File: config.mk
export PLATFORM = sky130hd
export DESIGN_NAME = tpc_test_port
export DESIGN_NICKNAME = d
export VERILOG_FILES = /design/src/include/tpc_pkg.sv /design/src/core/tpc_probe_mux.sv /design/src/core/tpc_test_port.sv
export SDC_FILE = /design/constraint.sdc
export NUM_CORES = 1
export LEC_CHECK = 0
export BUFFER_PORTS_ARGS = -buffer_cell sky130_fd_sc_hd__clkbuf_2
export CAP_MARGIN = 20
export CORE_AREA = 3 3 127 129
export CTS_CLUSTER_SIZE = 28
export DETAILED_ROUTE_END_ITERATION = 8
export DIE_AREA = 0 0 130 132
export GPL_ROUTABILITY_DRIVEN = 0
export PLACE_DENSITY = 0.7
export SYNTH_ARGS = -nofsm -noshare
export SYNTH_HDL_FRONTEND = slang
export SYNTH_SLANG_ARGS = --single-unit
export TNS_END_PERCENT = 5
File: constraint.sdc
create_clock -name clk_in -period 3.73 [get_ports clk_in]
set_input_delay 0.5595 -clock clk_in [delete_from_list [all_inputs] [get_ports clk_in]]
set_output_delay 0.5595 -clock clk_in [all_outputs]
set_load 0.01 [all_outputs]
File: src/include/tpc_pkg.sv
// Purpose: Shared constants for the test port and PRBS control block.
// Assumes: 8-bit register bus, byte offsets as printed.
// Notes:   Every offset, field position, reset value and code lives here.
//
// What this block does
// - Swap bit set: test bus goes to parallel port in permuted order.
// - Nine-stage PRBS bit arms NINE_STAGE_PRBS_ENABLE; Transmit command starts sending it.
// - Fifteen-stage PRBS bit arms FIFTEEN_STAGE_PRBS_ENABLE; Transmit command starts sending it.
// - Low five bits of test-select choose the routed probe group.
// - UART line enable at bit 7 low disables both auxiliary UART lines.
// - Drive enable bits 6..1 switch on drivers of pins D6..D1.
// - With SPI host, only pins D1 to D4 serve as test or I/O.
// - With UART host and UART lines on, only D1 to D4 usable.
// - I/O mode bit with serial host makes test port general I/O.
// - In I/O mode level bits set pin levels on enabled pins only.
// - I/O mode on: pin-level read returns live pins D6..D1.
// - I/O mode off: pin-level read returns the last written value.
// - Probe status register reads all eight bits of chosen probe bus.
// - Self-test register resets to 40h; fields at 6, 4, 3..0; 7,5 reserved.
// - Drive enable register resets to 80h: UART lines on, drivers off.
// - Check code 1001b enables digital self-test; 0000b is normal.

package tpc_pkg;

	// ************************************************************
	// Register offsets
	// ************************************************************
	localparam logic [7:0] TPC_OFS_BUS_PRBS  = 8'h32;
	localparam logic [7:0] TPC_OFS_PIN_EN    = 8'h33;
	localparam logic [7:0] TPC_OFS_PIN_LEVEL = 8'h34;
	localparam logic [7:0] TPC_OFS_PROBE     = 8'h35;
	localparam logic [7:0] TPC_OFS_DIGITAL_CHECK_CODE  = 8'h36;

	// ************************************************************
	// Reset values
	// ************************************************************
	localparam logic [7:0] TPC_RST_BUS_PRBS  = 8'h00;
	localparam logic [7:0] TPC_RST_PIN_EN    = 8'h80;
	localparam logic [7:0] TPC_RST_PIN_LEVEL = 8'h00;
	localparam logic [7:0] TPC_RST_DIGITAL_CHECK_CODE  = 8'h40;

	// ************************************************************
	// Field positions and masks
	// ************************************************************
	localparam int TPC_BIT_SWAP       = 7;
	localparam int TPC_BIT_NINE_STAGE_PRBS_ENABLE      = 6;
	localparam int TPC_BIT_FIFTEEN_STAGE_PRBS_ENABLE     = 5;
	localparam int TPC_SEL_MSB        = 4;
	localparam int TPC_BIT_UART_EN    = 7;
	localparam int TPC_BIT_IO_MODE    = 7;
	localparam int TPC_PIN_MSB        = 6;
	localparam int TPC_PIN_LSB        = 1;
	localparam int TPC_BIT_NONLIN     = 6;
	localparam int TPC_BIT_FRAME_ADJ  = 4;
	localparam int TPC_CODE_MSB       = 3;
	// Writable bits, plus bit 7 of the pin registers; all others are reserved
	localparam logic [7:0] TPC_MASK_PIN     = 8'h7e;
	localparam logic [7:0] TPC_MASK_DIGITAL_CHECK_CODE = 8'h5f;
	// Pins usable on the SPI or UART-with-lines host: D1..D4
	localparam logic [6:1] TPC_LOW_PINS     = 6'h0f;

	// ************************************************************
	// Codes and PRBS structure
	// ************************************************************
	localparam logic [3:0] TPC_CODE_CHECK_ON = 4'h9;
	localparam logic [3:0] TPC_CODE_NORMAL   = 4'h0;
	localparam logic [14:0] TPC_PRBS_SEED    = 15'h7fff;
	localparam int TPC_P9_TAP_A  = 8;
	localparam int TPC_P9_TAP_B  = 4;
	localparam int TPC_P15_TAP_A = 14;
	localparam int TPC_P15_TAP_B = 13;

	// Sequence generator states
	typedef enum logic [1:0] {
		TPC_IDLE,
		TPC_RUN9,
		TPC_RUN15
	} tpc_prbs_state_t;

endpackage : tpc_pkg

File: src/core/tpc_probe_mux.sv
// Purpose: Picks one 8-bit probe group out of 32 and registers it.
// Assumes: Probe groups are synchronous to clk_in.
// Notes:   Output lags the select by one clock.

`timescale 1ns/100ps
`default_nettype none

module tpc_probe_mux
	import tpc_pkg::*;
(
	// Clock and reset
	input  wire logic         clk_in,
	input  wire logic         srst_in,
	// Selection
	input  wire logic [4:0]   sel_in,
	input  wire logic [255:0] groups_in,
	// Chosen group
	output logic      [7:0]   probe_out
);

	logic [7:0] base;

	// Bit offset of the chosen group
	assign base = {sel_in, 3'h0};

	// ************************************************************
	// Registered selection
	// ************************************************************
	// Registering here breaks the long path from the probe sources
	always_ff @(posedge clk_in) begin
		if (srst_in) begin
			probe_out <= 8'h00;
		end else begin
			probe_out <= groups_in[base +: 8];
		end
	end

endmodule : tpc_probe_mux

`default_nettype wire

File: src/core/tpc_test_port.sv
// Purpose: Test-select, pin drive, pin I/O, probe status and self-test
//          control registers, with the two PRBS pattern generators.
// Assumes: Single clock, synchronous reset, pins synchronous to clk_in.
// Notes:   Register reads answer one cycle after the read strobe.

`timescale 1ns/100ps
`default_nettype none

module tpc_test_port
	import tpc_pkg::*;
(
	// Clock and reset
	input  wire logic         clk_in,
	input  wire logic         srst_in,
	// Register bus
	input  wire logic [7:0]   addr_in,
	input  wire logic [7:0]   wdata_in,
	input  wire logic         wr_in,
	input  wire logic         rd_in,
	output logic      [7:0]   rdata_out,
	// Host interface in use
	input  wire logic         host_spi_in,
	input  wire logic         host_uart_in,
	// Probe sources, 32 groups of 8 bits
	input  wire logic [255:0] probe_groups_in,
	// Transmitter handshake
	input  wire logic         transmit_cmd_in,
	input  wire logic         transmit_stop_in,
	output logic              nine_stage_prbs_enable_out,
	output logic              fifteen_stage_prbs_enable_out,
	output logic              prbs_active_out,
	output logic              prbs_bit_out,
	// Parallel port view of the probe bus
	output logic      [7:0]   parallel_port_out,
	// Data pins D6..D1
	input  wire logic [6:1]   pin_in,
	output logic      [6:1]   pin_out,
	output logic      [6:1]   pin_oe_n_out,
	// UART auxiliary lines
	output logic              uart_line_enable_out,
	// Self-test and receiver controls
	output logic              receiver_nonlinear_processing_out,
	output logic              frame_delimiter_length_adjust_out,
	output logic      [3:0]   digital_check_code_out,
	output logic              digital_check_enable_out
);

	// ************************************************************
	// Declarations
	// ************************************************************
	logic [7:0]      bus_prbs;
	logic [7:0]      pin_en;
	logic [7:0]      pin_level;
	logic [7:0]      digital_check_code;
	logic [7:0]      internal_probe_bus;
	logic [7:0]      next_port;
	logic [7:0]      next_rdata;
	logic [6:1]      usable;
	logic [6:1]      next_drive;
	logic [6:1]      next_level;
	logic            io_mode;
	logic            serial_host;
	logic            bus_order_swap;
	logic            nine_stage_prbs_enable;
	logic            fifteen_stage_prbs_enable;
	logic [4:0]      probe_group_select;
	logic            uart_line_enable;
	logic [14:0]     lfsr;
	logic            fb9;
	logic            fb15;
	tpc_prbs_state_t prbs_state;
	tpc_prbs_state_t next_prbs_state;

	// Field views
	assign bus_order_swap            = bus_prbs[TPC_BIT_SWAP];
	assign nine_stage_prbs_enable    = bus_prbs[TPC_BIT_NINE_STAGE_PRBS_ENABLE];
	assign fifteen_stage_prbs_enable = bus_prbs[TPC_BIT_FIFTEEN_STAGE_PRBS_ENABLE];
	assign probe_group_select        = bus_prbs[TPC_SEL_MSB:0];
	assign uart_line_enable          = pin_en[TPC_BIT_UART_EN];
	assign io_mode                   = pin_level[TPC_BIT_IO_MODE];
	assign serial_host               = host_spi_in | host_uart_in;

	// ************************************************************
	// Probe group selection
	// ************************************************************
	tpc_probe_mux u_probe_mux (
		.clk_in    (clk_in),
		.srst_in   (srst_in),
		.sel_in    (probe_group_select),
		.groups_in (probe_groups_in),
		.probe_out (internal_probe_bus)
	);

	// ************************************************************
	// Control registers
	// ************************************************************
	// Test-select and PRBS arm register, fully writable
	always_ff @(posedge clk_in) begin
		if (srst_in) begin
			bus_prbs <= TPC_RST_BUS_PRBS;
		end else if (wr_in && addr_in == TPC_OFS_BUS_PRBS) begin
			bus_prbs <= wdata_in;
		end
	end

	// Drive enable register; bit 0 stays zero
	always_ff @(posedge clk_in) begin
		if (srst_in) begin
			pin_en <= TPC_RST_PIN_EN;
		end else if (wr_in && addr_in == TPC_OFS_PIN_EN) begin
			pin_en <= wdata_in & (TPC_MASK_PIN | 8'h80);
		end
	end

	// Pin level register; bit 0 stays zero
	always_ff @(posedge clk_in) begin
		if (srst_in) begin
			pin_level <= TPC_RST_PIN_LEVEL;
		end else if (wr_in && addr_in == TPC_OFS_PIN_LEVEL) begin
			pin_level <= wdata_in & (TPC_MASK_PIN | 8'h80);
		end
	end

	// Self-test register; bits 7 and 5 stay zero
	always_ff @(posedge clk_in) begin
		if (srst_in) begin
			digital_check_code <= TPC_RST_DIGITAL_CHECK_CODE;
		end else if (wr_in && addr_in == TPC_OFS_DIGITAL_CHECK_CODE) begin
			digital_check_code <= wdata_in & TPC_MASK_DIGITAL_CHECK_CODE;
		end
	end

	// ************************************************************
	// Read path
	// ************************************************************
	// Unmapped offsets read as zero; data stand only in the next cycle
	always_comb begin
		next_rdata = 8'h00;
		unique case (addr_in)
			TPC_OFS_BUS_PRBS: begin
				next_rdata = bus_prbs;
			end
			TPC_OFS_PIN_EN: begin
				next_rdata = pin_en;
			end
			TPC_OFS_PIN_LEVEL: begin
				if (io_mode) begin
					next_rdata = {1'b1, pin_in, 1'b0};
				end else begin
					next_rdata = pin_level;
				end
			end
			TPC_OFS_PROBE: begin
				next_rdata = internal_probe_bus;
			end
			TPC_OFS_DIGITAL_CHECK_CODE: begin
				next_rdata = digital_check_code;
			end
			default: begin
				next_rdata = 8'h00;
			end
		endcase
	end

	always_ff @(posedge clk_in) begin
		if (srst_in) begin
			rdata_out <= 8'h00;
		end else if (rd_in) begin
			rdata_out <= next_rdata;
		end else begin
			rdata_out <= 8'h00;
		end
	end

	// ************************************************************
	// Parallel port ordering
	// ************************************************************
	// Swapped order places the listed probe bits on port bits 6..0
	always_comb begin
		if (bus_order_swap) begin
			next_port = {internal_probe_bus[7],
				internal_probe_bus[4], internal_probe_bus[3],
				internal_probe_bus[2], internal_probe_bus[6],
				internal_probe_bus[5], internal_probe_bus[0],
				internal_probe_bus[1]};
		end else begin
			next_port = internal_probe_bus;
		end
	end

	always_ff @(posedge clk_in) begin
		if (srst_in) begin
			parallel_port_out <= 8'h00;
		end else begin
			parallel_port_out <= next_port;
		end
	end

	// ************************************************************
	// Pin drivers
	// ************************************************************
	// The host interface claims D5 and D6 on SPI, or UART with lines on
	always_comb begin
		if (host_spi_in) begin
			usable = TPC_LOW_PINS;
		end else if (host_uart_in && uart_line_enable) begin
			usable = TPC_LOW_PINS;
		end else begin
			usable = 6'h3f;
		end
	end

	// Enabled pins carry the port bit, or the level bit in I/O mode with a serial host
	assign next_drive = pin_en[TPC_PIN_MSB:TPC_PIN_LSB] & usable;
	always_comb begin
		if (io_mode && serial_host) begin
			next_level = pin_level[TPC_PIN_MSB:TPC_PIN_LSB];
		end else begin
			next_level = next_port[TPC_PIN_MSB:TPC_PIN_LSB];
		end
	end

	// Output enable is low while a pin is driven
	always_ff @(posedge clk_in) begin
		if (srst_in) begin
			pin_out      <= 6'h00;
			pin_oe_n_out <= 6'h3f;
		end else begin
			pin_out      <= next_level & next_drive;
			pin_oe_n_out <= ~next_drive;
		end
	end

	// ************************************************************
	// Plain control outputs
	// ************************************************************
	always_ff @(posedge clk_in) begin
		if (srst_in) begin
			uart_line_enable_out              <= 1'b1;
			receiver_nonlinear_processing_out <= 1'b1;
			frame_delimiter_length_adjust_out <= 1'b0;
			digital_check_code_out            <= TPC_CODE_NORMAL;
			digital_check_enable_out          <= 1'b0;
			nine_stage_prbs_enable_out        <= 1'b0;
			fifteen_stage_prbs_enable_out     <= 1'b0;
		end else begin
			uart_line_enable_out              <= uart_line_enable;
			receiver_nonlinear_processing_out <= digital_check_code[TPC_BIT_NONLIN];
			frame_delimiter_length_adjust_out <= digital_check_code[TPC_BIT_FRAME_ADJ];
			digital_check_code_out            <= digital_check_code[TPC_CODE_MSB:0];
			digital_check_enable_out          <=
				(digital_check_code[TPC_CODE_MSB:0] == TPC_CODE_CHECK_ON);
			nine_stage_prbs_enable_out        <= nine_stage_prbs_enable;
			fifteen_stage_prbs_enable_out     <= fifteen_stage_prbs_enable;
		end
	end

	// ************************************************************
	// PRBS sequencer
	// ************************************************************
	// Arming alone sends nothing; the Transmit command starts a pattern.
	// Nine-stage wins if software arms both, since only one can run.
	always_comb begin
		next_prbs_state = prbs_state;
		unique case (prbs_state)
			TPC_IDLE: begin
				if (transmit_cmd_in && nine_stage_prbs_enable) begin
					next_prbs_state = TPC_RUN9;
				end else if (transmit_cmd_in && fifteen_stage_prbs_enable) begin
					next_prbs_state = TPC_RUN15;
				end
			end
			TPC_RUN9: begin
				if (transmit_stop_in || !nine_stage_prbs_enable) begin
					next_prbs_state = TPC_IDLE;
				end
			end
			TPC_RUN15: begin
				if (transmit_stop_in || !fifteen_stage_prbs_enable) begin
					next_prbs_state = TPC_IDLE;
				end
			end
			default: begin
				next_prbs_state = TPC_IDLE;
			end
		endcase
	end

	always_ff @(posedge clk_in) begin
		if (srst_in) begin
			prbs_state <= TPC_IDLE;
		end else begin
			prbs_state <= next_prbs_state;
		end
	end

	// Feedback taps: x^9+x^5+1 and x^15+x^14+1
	assign fb9  = lfsr[TPC_P9_TAP_A] ^ lfsr[TPC_P9_TAP_B];
	assign fb15 = lfsr[TPC_P15_TAP_A] ^ lfsr[TPC_P15_TAP_B];

	// Register reseeds while idle so every run starts identically
	always_ff @(posedge clk_in) begin
		if (srst_in) begin
			lfsr            <= TPC_PRBS_SEED;
			prbs_bit_out    <= 1'b0;
			prbs_active_out <= 1'b0;
		end else begin
			prbs_active_out <= (next_prbs_state != TPC_IDLE);
			unique case (prbs_state)
				TPC_RUN9: begin
					lfsr         <= {lfsr[14:9], lfsr[7:0], fb9};
					prbs_bit_out <= fb9;
				end
				TPC_RUN15: begin
					lfsr         <= {lfsr[13:0], fb15};
					prbs_bit_out <= fb15;
				end
				default: begin
					lfsr         <= TPC_PRBS_SEED;
					prbs_bit_out <= 1'b0;
				end
			endcase
		end
	end

endmodule : tpc_test_port

`default_nettype wire

After elaboration in Yosys (flattened, before gate mapping)
Cells that the tools add are included.
{ "totals": {"inputBits": 286, "ff_bits": 93} }
{ "classes": {"muxes": 13, "reduce_logical": 15, "n_shift": 1, "n_eq_ne": 8, "bitwise_logic": 7} }
{ "op_table": {"columns": ["op", "n"], "rows": [
  ["variable part select 256 x 9 -> 8 bit", 1],
  ["equality test 8 x 6 -> 1 bit, second input constant", 5],
  ["case mux 8 bit (5 select lines)", 1],
  ["case mux 15 bit (2 select lines)", 1],
  ["2-to-1 mux 6 bit", 3],
  ["AND 6 bit", 2],
  ["logical AND 1 bit", 8],
  ["2-to-1 mux 2 bit", 4],
  ["2-to-1 mux 8 bit", 1],
  ["2-to-1 mux 7 bit", 1],
  ["NOT 6 bit", 1],
  ["case mux 2 bit (3 select lines)", 1],
  ["equality test 4 bit, second input constant", 1],
  ["equality test 2 x 1 -> 1 bit, second input constant", 1],
  ["equality test 2 bit, second input constant", 1],
  ["zero test 1 bit", 2],
  ["zero test 2 bit", 1],
  ["logical OR 1 bit", 2],
  ["case mux 1 bit (2 select lines)", 1],
  ["nonzero test 2 bit", 1],
  ["OR reduction 2 bit", 1],
  ["bitwise XOR 1 bit", 2],
  ["NOT 1 bit", 1],
  ["OR 1 bit", 1]
]} }

Depth between registers and ports, before layout
Gate-level depths: netlist of run 1.
{ "depth": {"ltp_word": 5, "depth_mapped": 7, "ltp_nobuf": 6} }

Hierarchy
A second synthesis of run 1 with hierarchy kept.
{ "unflattened": {"cells_unflattened": 484, "hier_area_um2": 5709.2} }
{ "by_module_without_submodules": {"columns": ["module", "n_inst", "cells_per_inst", "area_each_um2", "seq_area_each_um2"], "rows": [
  ["tpc_test_port", 1, 324, 3348.2, 1701.6],
  ["tpc_probe_mux", 1, 160, 2361.0, 160.2]
]} }

Least setup slack after synthesis of run 1
Ideal clock, no wire load.
{ "synth_path": {"path_type": "input-to-reg", "start": "in addr_in[6]", "end": "reg rdata_out[2]", "t_arrival_ns": 1.641, "setup_ns": 0.137, "path_slack_ns": 1.952, "required_ns": 3.593, "cell_stages": 7, "path_cell_list": "and4bb_1 -> buf_2 -> and3b_1 -> buf_2 -> buf_6 -> a221oi_1 -> a211oi_1"} }
{ "synth_between": {"elab_chain_cells": 2, "word_cells_on_any_way": 6, "classes_between": "5 x eq/ne; 1 x mux"} }
{ "synth_lines": {"columns": ["element", "line_no", "source"], "rows": [
  ["from (decl)", "tpc_test_port.sv:16", "input wire logic [7:0] addr_in,"],
  ["equality test 8 x 6 -> 1 bit", "tpc_test_port.sv:139", "unique case (addr_in)"],
  ["case mux 8 bit (5 select lines) *", "tpc_test_port.sv:139", null],
  ["to (signal assigned)", "tpc_test_port.sv:169", "rdata_out <= next_rdata;"],
  ["to (decl)", "tpc_test_port.sv:20", "output logic [7:0] rdata_out,"]
]} }
Mark *: on every way between the ends. The rest lies on a longest branch, timed or not.
A chain may end at the register's enable or synchronous reset.

Worst setup path after layout of run 1
{ "layout_path": {"start": "reg bus_prbs[1]", "end": "reg u_probe_mux.probe_out[1]"} }
{ "layout_between": {"elab_chain_cells": 1} }
{ "layout_lines": {"columns": ["element", "line_no", "source"], "rows": [
  ["from (decl)", "tpc_test_port.sv:51", "logic [7:0] bus_prbs;"],
  ["from (signal assigned)", "tpc_test_port.sv:102", "bus_prbs <= wdata_in;"],
  ["variable part select 256 x 9 -> 8 bit", "tpc_probe_mux.sv:34", "probe_out <= groups_in[base +: 8];"],
  ["to (signal assigned)", "tpc_probe_mux.sv:34", null],
  ["to (decl)", "tpc_probe_mux.sv:18", "output logic [7:0] probe_out"]
]} }
Every way passes these cells.

==> metrics.txt, run 1 <==
run status finished, final reports clean; wire length on met2 11.1 mm; Post-Layout Inst Area about 7700 sq um; CP Max Fanout 52; CP endpoint kind flop; Yosys reg bits 93; Via-to-Cell Ratio around 5.7; most common cell after layout, fill and taps aside clkbuf_2; global-route wire length before repair ~33 mm; Hold WS about 0.42 ns; initial antenna violation count 6; post-synthesis cell type count 48; dpl hpwl between 15 and 20 mm; hold depth 1; number of global-route vias before repair between 5k and 6k; Die H between 100 and 150 microns; metal3 WL 2.34 mm; wl on met1 ~9.4 mm; Detailed Route WL around 23 mm; Initial Util 0.382; Clk pwr share 0.434; drt initial violations 450; die area around 17000 sq um; H-tree depth 3; GRT Util Overall 0.262; Final #Nets 1089; final core occ 0.506; drt pass-1 iters 5; total number of vias between 5k and 6k; Fin. Hold Viols 0; Synth Instances ~510; Sw Share 0.217; clk buf depth 2; clk sinks between 90 and 100; max-cap violations 0; Pint about 1.8 mW; drt wl/cell 23.3 microns; DRC 0; Worst Tran Pin Value approximately 0.93 ns; static leakage between 3 and 4 nW; minimum clock period between 2 and 2.5 ns; setup repair bufs after CTS 0; reg2reg end u_probe_mux.probe_out[1]$_SDFF_PP0_; CTS resizes 0; skew final between 0.006 and 0.007 ns; number of synthesized flops with an enable pin 0; Synth Flop Type dfxtp_1; P_sw ~0.50 mW; synthesized area roughly 5800 sq um; RSZ-0062 raised after global routing false; Synth Warn # 0; flop-to-flop setup slack around 1.5 ns; area grow syn2layout 32.6%; Slew headroom 0.382; min-delay worst type reg2reg; I/O pins around 330; PD cells ~300 nW/um^2; Core ar. 15100 sq um; maximum VDD drop roughly 0.00022 V; share of post-route cells with drive strength above 1 0.479; type of origin of the critical path flop; grt total ovfl 0; Fin Setup TNS 0 ns; Rows 45; post-route clock period utilization 0.608; Post-synth ARST share 0; placed cell areas roughly 7300 sq um; Gate power share 0.125; Synth Net Count approximately 800; sequential share of power 0.440; Crit. Startpoint bus_prbs[1]$_SDFFE_PP0P_; hold buffers post-CTS 0; number of I/O port buffers about 330; clock slew at reported path FFs about 0.060 ns; number of CTS-inserted buffers 9; DR top layer met5; FMAX roughly 0.44 GHz; FF-to-FF Start bus_prbs[1]$_SDFFE_PP0P_; die width 130 microns; WS Path Type reg2reg; capture point of the critical path u_probe_mux.probe_out[1]$_SDFF_PP0_; Syn Area/Cell roughly 11 sq um; clock root cell clkbuf_16; sequential-to-total area share from yosys stat 0.322; most frequent cells in the layout clkbuf_2 (325), dfxtp_1 (91), mux2i_1 (50); TritonCTS clock tree yes; reg2reg path depth 4; Setup violations, final 0; CP arrival roughly 2.5 ns; WP data required around 4 ns; Detail Route Antenna Nets 0; largest net degree at the start of global routing 67; clk_lat worst skew 0.35 ns; Max Slew Vio Count 0
[per-stage QoR]
stage               std cells  worst slack (ns)  total power [mW]
finish                    996              1.46              2.29
CTS                       992              1.35              2.31
detailed placement        976              1.30              1.32
global placement          976              1.35              1.31
floorplan                 509              1.95              1.13
global route              993              1.26              2.37
[power groups by stage]
stage / Sequential [mW] / Clock, mW / Combinational (mW)
after floorplan: 1.03 / 0 / 0.102
after global placement: 1.03 / 0 / 0.281
after detailed placement: 1.03 / 0 / 0.286
after CTS: 1.01 / 1.01 / 0.288
after global routing: 1.01 / 1.05 / 0.312
final: 1.01 / 0.995 / 0.288
[metal layers]
| layer | vias to the layer above | GRT usage |
|---|---|---|
| li1 | 2579 | - |
| met2 | 310 | 0.413 |
| met1 | 2721 | 0.355 |
| met5 | - | 0 |
| met4 | 6 | 0.0629 |
| met3 | 32 | 0.0758 |
[flip-flops by register name, summed over array words and instances (netlist names)]
| name | flops |
|---|---|
| lfsr | 15 |
| bus_prbs | 8 |
| parallel_port_out | 8 |
| rdata_out | 8 |
| u_probe_mux.probe_out | 8 |
| pin_en | 7 |
| pin_level | 7 |
| digital_check_code | 6 |
| pin_oe_n_out | 6 |
| pin_out | 6 |
| digital_check_code_out | 4 |
| prbs_state | 2 |
| digital_check_enable_out | 1 |
| fifteen_stage_prbs_enable_out | 1 |
| frame_delimiter_length_adjust_out | 1 |
| nine_stage_prbs_enable_out | 1 |
| prbs_active_out | 1 |
| prbs_bit_out | 1 |
| receiver_nonlinear_processing_out | 1 |
| uart_line_enable_out | 1 |
[how the worst min path moves through the flow]
| stage | startpoint | to | slack [ns] |
|---|---|---|---|
| 5_1_grt | lfsr[2]$_SDFF_PP1_ | lfsr[3]$_SDFF_PP1_ | 0.44 |
| 3_5_place_dp | lfsr[1]$_SDFF_PP1_ | lfsr[2]$_SDFF_PP1_ | 0.41 |
| 2_1_floorplan | pin_en[6]$_SDFFE_PP0P_ | pin_oe_n_out[6]$_SDFF_PP1_ | 0.39 |
| 6_report | lfsr[1]$_SDFF_PP1_ | lfsr[2]$_SDFF_PP1_ | 0.42 |
| 3_3_place_gp | lfsr[7]$_SDFF_PP1_ | lfsr[8]$_SDFF_PP1_ | 0.41 |
| 4_1_cts | lfsr[1]$_SDFF_PP1_ | lfsr[2]$_SDFF_PP1_ | 0.43 |
[layout make-up]
class | instances | area [sq um]
antenna | 4 | 10.0
clock buffer | 12 | 256
clock inverter | 4 | 70.1
fill | 1415 | 7480
inverter | 4 | 15.0
multi-input combinational | 362 | 3560
sequential | 93 | 1870
tap | 188 | 235
timing repair buffer | 329 | 1660
[synth_stat cells (all sizes together), types with 2 or more instances]
cell	count	area share
nor2b	18	0.019
nor2	39	0.025
dfxtp	93	0.32
and2	2	0.0022
o21ai	8	0.0069
nand4b	2	0.0030
nor3b	2	0.0045
o2111ai	2	0.0030
a211o	2	0.0030
nor3	2	0.0017
mux4	56	0.24
o21bai	2	0.0026
a221oi	13	0.020
inv	4	0.0026
mux2	11	0.021
mux2i	50	0.087
a211oi	14	0.018
a31oi	8	0.0087
nand2	27	0.018
clkbuf	20	0.013
a221o	8	0.014
ha	4	0.0087
and3b	3	0.0045
nand2b	6	0.0065
buf	30	0.048
xor2	2	0.0030
a22oi	17	0.022
a21o	8	0.010
a21oi	22	0.019
and3	2	0.0022
nand3	16	0.014
or2	8	0.0087
[critical path, cell delays in order (launching register included)]
cell,delay (ns)
dfxtp_4,0.86
mux4_1,0.65
mux2i_1,0.31
a221o_1,0.21
a31oi_1,0.04
[cell families after synthesis]
group,after synthesis,share of synthesized area
simple gates,131,0.117
mux,117,0.353
compound gates,108,0.134
flops,93,0.322
buf+inv,54,0.0634
fa+ha+maj,4,0.00865
xor+xnor,2,0.00303
No activity file was read; power rests on OpenSTA's default activity.
==> inputs of run 2 (changes only) <==
--- a/config.mk
+++ b/config.mk
@@ -7,12 +7,12 @@
 export LEC_CHECK = 0
 export BUFFER_PORTS_ARGS = -buffer_cell sky130_fd_sc_hd__clkbuf_2
 export CAP_MARGIN = 20
-export CORE_AREA = 3 3 127 129
+export CORE_AREA = 3 3 125 127
 export CTS_CLUSTER_SIZE = 28
 export DETAILED_ROUTE_END_ITERATION = 8
-export DIE_AREA = 0 0 130 132
+export DIE_AREA = 0 0 128 130
 export GPL_ROUTABILITY_DRIVEN = 0
-export PLACE_DENSITY = 0.7
+export PLACE_DENSITY = 0.72
 export SYNTH_ARGS = -nofsm -noshare
 export SYNTH_HDL_FRONTEND = slang
 export SYNTH_SLANG_ARGS = --single-unit
==> constraint.sdc (replaced) <==
create_clock -name clk_in -period 2.4 [get_ports clk_in]
set_input_delay 0.36 -clock clk_in [delete_from_list [all_inputs] [get_ports clk_in]]
set_output_delay 0.36 -clock clk_in [all_outputs]
set_load 0.01 [all_outputs]
==> run 2 against run 1 <==
  * Utilization up 3.2 points
  * Global-route usage grew 0.071 points
  * Critical path depth is 1 higher
  * First-iteration DRC count decreased by 2.7%
  * Worst setup slack lost 0.99 ns
  * Via count is 2.0% higher
  * Sequential power grew 55%
  * Power increased by 59%
  * Combinational power is 60% higher
  * Register-to-register slack got worse by 0.99 ns
  * Largest power group is now the clock network
==> metrics.txt, run 2 (synthesis results as in run 1) <==
CP endpoint kind flop; Pint 2.87 mW (+60%); Post-Layout Inst Area 7820 sq um (+2.0%); dpl hpwl 19.2 mm (+0.26%); RSZ-0062 raised after global routing false; minimum clock period 1.93 ns (-0.343 ns); clk_lat worst skew 0.34 ns (about the same); Initial Util 0.398 (+0.0161); drt initial violations 438 (-2.7%); Setup violations, final 0 (unchanged); clk buf depth 2 (unchanged); placed cell areas 7470 sq um (+1.9%); clock root cell clkbuf_16; setup repair bufs after CTS 0 (unchanged); min-delay worst type in2reg; number of global-route vias before repair 5578 (+0.76%); GRT Util Overall 0.262 (+0.000713); FF-to-FF Start bus_prbs[1]$_SDFFE_PP0P_; reg2reg end u_probe_mux.probe_out[6]$_SDFF_PP0_; Setup WS post-layout 0.474 ns (-0.987 ns); global-route wire length before repair 32.3 mm (-2.7%); max reg flops 15 (unchanged); capture point of the critical path u_probe_mux.probe_out[6]$_SDFF_PP0_; Crit. Startpoint bus_prbs[1]$_SDFFE_PP0P_; skew final 0.0110 ns (+0.00484 ns); CTS resizes 0 (unchanged); clk sinks 93 (unchanged); Max Slew Vio Count 0 (unchanged); total number of vias 5762 (+2.0%); flop-to-flop setup slack 0.47 ns (-0.99 ns); Via-to-Cell Ratio 5.74 (+1.3%); maximum VDD drop 0.000261 V (+17%); post-route clock period utilization 0.802 (+0.194); Rows 44 (-2.2%); drt pass-1 iters 5 (unchanged); FMAX 0.519 GHz (+18%); die width 128 microns (-1.5%); WS Path Type reg2reg; run status finished, final reports clean; static leakage 3.49 nW (+2.5%); Detail Route Antenna Nets 0 (unchanged); most common cell after layout, fill and taps aside clkbuf_2; Detailed Route WL 23.1 mm (-0.28%); CP arrival 2.13 ns (-0.34 ns); drt wl/cell 23.0 microns (-0.98%); sequential share of power 0.430 (-0.010); number of I/O port buffers 325 (unchanged); initial antenna violation count 5 (-1); PD cells 466 nW/um^2 (+56%); Clk pwr share 0.443 (+0.009); grt total ovfl 0 (unchanged); area grow syn2layout 35.2%; Worst Tran Pin Value 0.562 ns (-0.366 ns); Final #Nets 1102 (+1.2%); number of CTS-inserted buffers 9 (unchanged); die area 16600 sq um (-3.0%); TritonCTS clock tree yes; CP Max Fanout 17 (-67%); Fin Setup TNS 0 ns (unchanged); pre-CTS WS 0.462 ns (-0.840 ns); Core ar. 14500 sq um (-4.0%); Gate power share 0.127 (+0.002); Slew headroom 0.625 (+0.243); Fin. Hold Viols 0 (unchanged); Die H 130 microns (-1.5%); P_sw 0.771 mW (+55%); hold buffers post-CTS 0 (unchanged); H-tree depth 3 (unchanged); I/O pins 326 (unchanged); largest net degree at the start of global routing 42 (-37%); max-cap violations 0 (unchanged); Sw Share 0.212 (-0.00549); clock slew at reported path FFs 0.07 ns (about the same); Most flops, register lfsr; DRC 0 (unchanged); most frequent cells in the layout clkbuf_2 (325), dfxtp_1 (91), mux2i_1 (50); WP data required 2.61 ns (-1.33 ns); type of origin of the critical path flop; share of post-route cells with drive strength above 1 0.486 (+0.00707); reg2reg path depth 5 (+1)
run 2: cell count changes in the layout (fill, tap and decap cells not counted):
| cell | before | now |
|---|---|---|
| clkbuf_1 | 1 | 2 |
| clkbuf_8 | 2 | 1 |
| buf_4 | 4 | 12 |
| buf_12 | 0 | 4 |
| diode_2 | 4 | 2 |
| clkinv_2 | 2 | 1 |
| bufinv_16 | 2 | 3 |
| buf_2 | 0 | 1 |
run 2: metal layers:
layer	global-route usage	vias up	share of wire	wire length, microns
met5	0	-	0.0021	48
met4	0.0687	8	0.018	416
met3	0.0679	46	0.091	2100
met2	0.447	319	0.50	11500
li1	-	2613	-	-
met1	0.333	2776	0.39	9000
run 2: critical path, cell delays in order (launching register included):
cell and delay, ns:
dfxtp_4 0.36, buf_4 0.26, buf_4 0.24, mux4_2 0.50, a22oi_1 0.29, a31oi_1 0.13
run 2: worst min path at each step:
stage / start / to / slack, ns / cells past startpoint
2_1_floorplan: pin_en[6]$_SDFFE_PP0P_ / pin_oe_n_out[6]$_SDFF_PP1_ / 0.39 / 1
3_3_place_gp: lfsr[0]$_SDFF_PP1_ / lfsr[1]$_SDFF_PP1_ / 0.40 / 1
3_5_place_dp: lfsr[0]$_SDFF_PP1_ / lfsr[1]$_SDFF_PP1_ / 0.41 / 1
4_1_cts: host_spi_in / pin_oe_n_out[5]$_SDFF_PP1_ / 0.27 / 3
5_1_grt: host_spi_in / pin_oe_n_out[5]$_SDFF_PP1_ / 0.31 / 3
6_report: host_spi_in / pin_oe_n_out[5]$_SDFF_PP1_ / 0.28 / 3
run 2: final cells by class:
class | instances | area, sq um
Fill cell | 1342 | 6710
Antenna cell | 2 | 5.00
Clock buffer | 12 | 246
Sequential cell | 93 | 1870
Clock inverter | 4 | 95.1
Inverter | 4 | 15.0
Multi-Input combinational cell | 362 | 3560
Timing Repair Buffer | 342 | 1800
Tap cell | 184 | 230
run 2: power groups by stage:
stage | combinational, mW | sequential [mW] | clock [mW]
after global routing | 0.495 | 1.57 | 1.69
after CTS | 0.461 | 1.57 | 1.64
final | 0.462 | 1.57 | 1.61
after floorplan | 0.158 | 1.60 | 0
after global placement | 0.451 | 1.60 | 0
after detailed placement | 0.458 | 1.60 | 0
run 2: metrics by stage:
step,utilization,power [mW],instances,hold slack [ns]
2_1_floorplan,-,1.76,509,0.391
3_3_place_gp,0.514,2.05,984,0.405
3_5_place_dp,0.514,2.06,985,0.414
4_1_cts,0.538,3.67,1001,0.265
5_1_grt,0.538,3.75,1001,0.306
6_report,0.538,3.65,1003,0.277
==> inputs of run 3 (changes only) <==
--- a/config.mk
+++ b/config.mk
@@ -7,12 +7,12 @@
 export LEC_CHECK = 0
 export BUFFER_PORTS_ARGS = -buffer_cell sky130_fd_sc_hd__clkbuf_2
 export CAP_MARGIN = 20
-export CORE_AREA = 3 3 125 127
+export CORE_AREA = 3 3 127 129
 export CTS_CLUSTER_SIZE = 28
 export DETAILED_ROUTE_END_ITERATION = 8
-export DIE_AREA = 0 0 128 130
+export DIE_AREA = 0 0 130 132
 export GPL_ROUTABILITY_DRIVEN = 0
-export PLACE_DENSITY = 0.72
+export PLACE_DENSITY = 0.73
 export SYNTH_ARGS = -nofsm -noshare
 export SYNTH_HDL_FRONTEND = slang
 export SYNTH_SLANG_ARGS = --single-unit
==> constraint.sdc (replaced) <==
create_clock -name clk_in -period 1.7 [get_ports clk_in]
set_input_delay 0.255 -clock clk_in [delete_from_list [all_inputs] [get_ports clk_in]]
set_output_delay 0.255 -clock clk_in [all_outputs]
set_load 0.01 [all_outputs]
==> run 3 against run 2 <==
  * The run now ends with setup timing left
  * Utilization rose by 0.21 points
  * Flip-flop and latch count did not move
  * First-iteration DRC count fell by 3.9%
  * Worst setup slack got worse by 0.53 ns
  * Register-to-register slack got worse by 0.53 ns
  * Largest power group is now registers
  * Critical path type unchanged
  * Clock skew rose by 0.0020 ns
  * Final cell count rose by 3.6%
==> metrics.txt, run 3 (synthesis results as in run 1) <==
die area 17200 sq um (+3.1%); Slew headroom 0.606 (-0.0188); Setup WS post-layout -0.0530 ns (-0.527 ns); clk sinks 93 (unchanged); P_sw 1.25 mW (+62%); minimum clock period 1.75 ns (-0.173 ns); reg2reg end u_probe_mux.probe_out[4]$_SDFF_PP0_; Rows 45 (+2.3%); number of global-route vias before repair 5571 (-0.13%); Cell Count Post-Placement 1015 (+3.0%); Final Power 5.03 mW (+38%); flop-to-flop setup slack -0.05 ns (-0.53 ns); Initial Util 0.382 (-0.0161); CP max stage delay 0.59 ns (+0.09 ns); CP endpoint kind flop; CP Cell Sequence buf_4 -> mux4_1 -> mux2i_1 -> a221o_1 -> a31oi_1; area grow syn2layout 41.4%; Core ar. 15100 sq um (+4.2%); initial antenna violation count 11 (+6); post-route clock period utilization 1.03 (+0.229); drt wl/cell 23.6 microns (+2.3%); Pint 3.78 mW (+32%); Final #Nets 1129 (+2.5%); global-route wire length before repair 35.0 mm (+8.2%); drt pass-1 iters 6 (+1); maximum VDD drop 0.000398 V (+52%); CP Max Fanout 7 (-10); reg2reg path depth 5 (unchanged); WS Path Type reg2reg; clock slew at reported path FFs 0.07 ns (about the same); Die H 132 microns (+1.5%); Sw Share 0.249 (+0.0369); Fin Setup TNS -0.174 ns (-0.174 ns); RSZ-0062 raised after global routing true; static leakage 3.58 nW (+2.5%); clock root cell clkbuf_16; skew final 0.0130 ns (+0.00199 ns); max reg flops 15 (unchanged); run status complete, but fails checks; H-tree depth 3 (unchanged); Setup violations, final 6 (+6); WP data required 1.93 ns (-0.68 ns); Max Slew Vio Count 0 (unchanged); largest net degree at the start of global routing 39 (-7.1%); pre-CTS WS -0.124 ns (-0.587 ns); CP arrival 1.98 ns (-0.15 ns); dpl hpwl 20.6 mm (+7.3%); Clk pwr share 0.420 (-0.023); clk buf depth 2 (unchanged); Crit. Startpoint bus_prbs[0]$_SDFFE_PP0P_; Fin. Hold Viols 0 (unchanged); min-delay worst type in2reg; I/O pins 326 (unchanged); Detail Route Antenna Nets 0 (unchanged); grt total ovfl 0 (unchanged); DRC 0 (unchanged); share of post-route cells with drive strength above 1 0.557 (+0.0709); sequential share of power 0.439 (+0.009); PD cells 615 nW/um^2 (+32%); TritonCTS clock tree yes; max-cap violations 0 (unchanged); FMAX 0.570 GHz (+9.9%); Via-to-Cell Ratio 5.67 (-1.3%); slowest CP cell mux4_1; failing checks setup timing; drt initial violations 421 (-3.9%); number of I/O port buffers 325 (unchanged); Detailed Route WL 24.5 mm (+6.0%); most frequent cells in the layout clkbuf_2 (325), dfxtp_1 (90), mux2i_1 (46); Worst Tran Pin Value 0.590 ns (+0.0281 ns); clk_lat worst skew 0.34 ns (about the same); number of CTS-inserted buffers 9 (unchanged); capture point of the critical path u_probe_mux.probe_out[4]$_SDFF_PP0_; most common cell after layout, fill and taps aside clkbuf_2; die width 130 microns (+1.6%); type of origin of the critical path flop; total number of vias 5891 (+2.2%); post-route insts no fill 1039 (+3.6%); Most flops, register lfsr; GRT Util Overall 0.276 (+0.0140); Gate power share 0.140 (+0.013); FF-to-FF Start bus_prbs[0]$_SDFFE_PP0P_
-- run 3: critical path: cells and delay by family (launching register included) --
| family | cells | cell delay [ns] |
|---|---|---|
| muxes | 2 | 0.83 |
| DFF | 1 | 0.37 |
| AOI/OAI and AO/OA | 2 | 0.24 |
| buffers and inverters | 1 | 0.19 |
-- run 3: cell type report --
cell class / count / area, sq um
clock buffers: 9 / 225
flip-flops and latches: 93 / 1870
multi-input cells: 362 / 3580
repair buffers: 369 / 2150
diodes: 7 / 17.5
inverters: 4 / 15.0
fillers: 1376 / 6960
clock inverters: 7 / 87.6
well taps: 188 / 235
-- run 3: worst min-delay path by stage --
| stage | startpoint | end | slack (ns) | depth (start not counted) |
|---|---|---|---|---|
| 2_1_floorplan | wdata_in[7] | pin_en[7]$_SDFFE_PP1P_ | 0.37 | 1 |
| 3_3_place_gp | lfsr[0]$_SDFF_PP1_ | lfsr[1]$_SDFF_PP1_ | 0.41 | 1 |
| 3_5_place_dp | lfsr[6]$_SDFF_PP1_ | lfsr[7]$_SDFF_PP1_ | 0.42 | 1 |
| 4_1_cts | host_spi_in | pin_oe_n_out[6]$_SDFF_PP1_ | 0.15 | 3 |
| 5_1_grt | host_spi_in | pin_oe_n_out[5]$_SDFF_PP1_ | 0.17 | 3 |
| 6_report | host_spi_in | pin_oe_n_out[6]$_SDFF_PP1_ | 0.16 | 3 |
-- run 3: timing repair --
item	CTS	global route
setup buffers	1	0
pin swaps	7	4
gates resized for setup	52	11
setup endpoints to repair	8	9
cloned	1	0
hold buffers	0	0
-- run 3: metrics by stage --
step                      utilization  area [sq um]  hold WS, ns
after global routing            0.540          8180        0.168
after detailed placement        0.511          7740        0.416
final                           0.540          8180        0.161
after floorplan                     -          5790        0.373
after CTS                       0.537          8140        0.150
after global placement          0.511          7740        0.407
-- run 3: power by group through the flow --
stage	registers [mW]	clock network [mW]	logic, mW
5_1_grt	2.21	2.29	0.751
4_1_cts	2.21	2.16	0.696
3_3_place_gp	2.26	0	0.662
3_5_place_dp	2.26	0	0.670
2_1_floorplan	2.26	0	0.223
6_report	2.21	2.11	0.707
-- run 3: per-layer routing --
layer,track usage,part of all wire
met2,0.444,0.48
met1,0.363,0.39
met3,0.0774,0.10
met5,0,0.0024
met4,0.0803,0.022
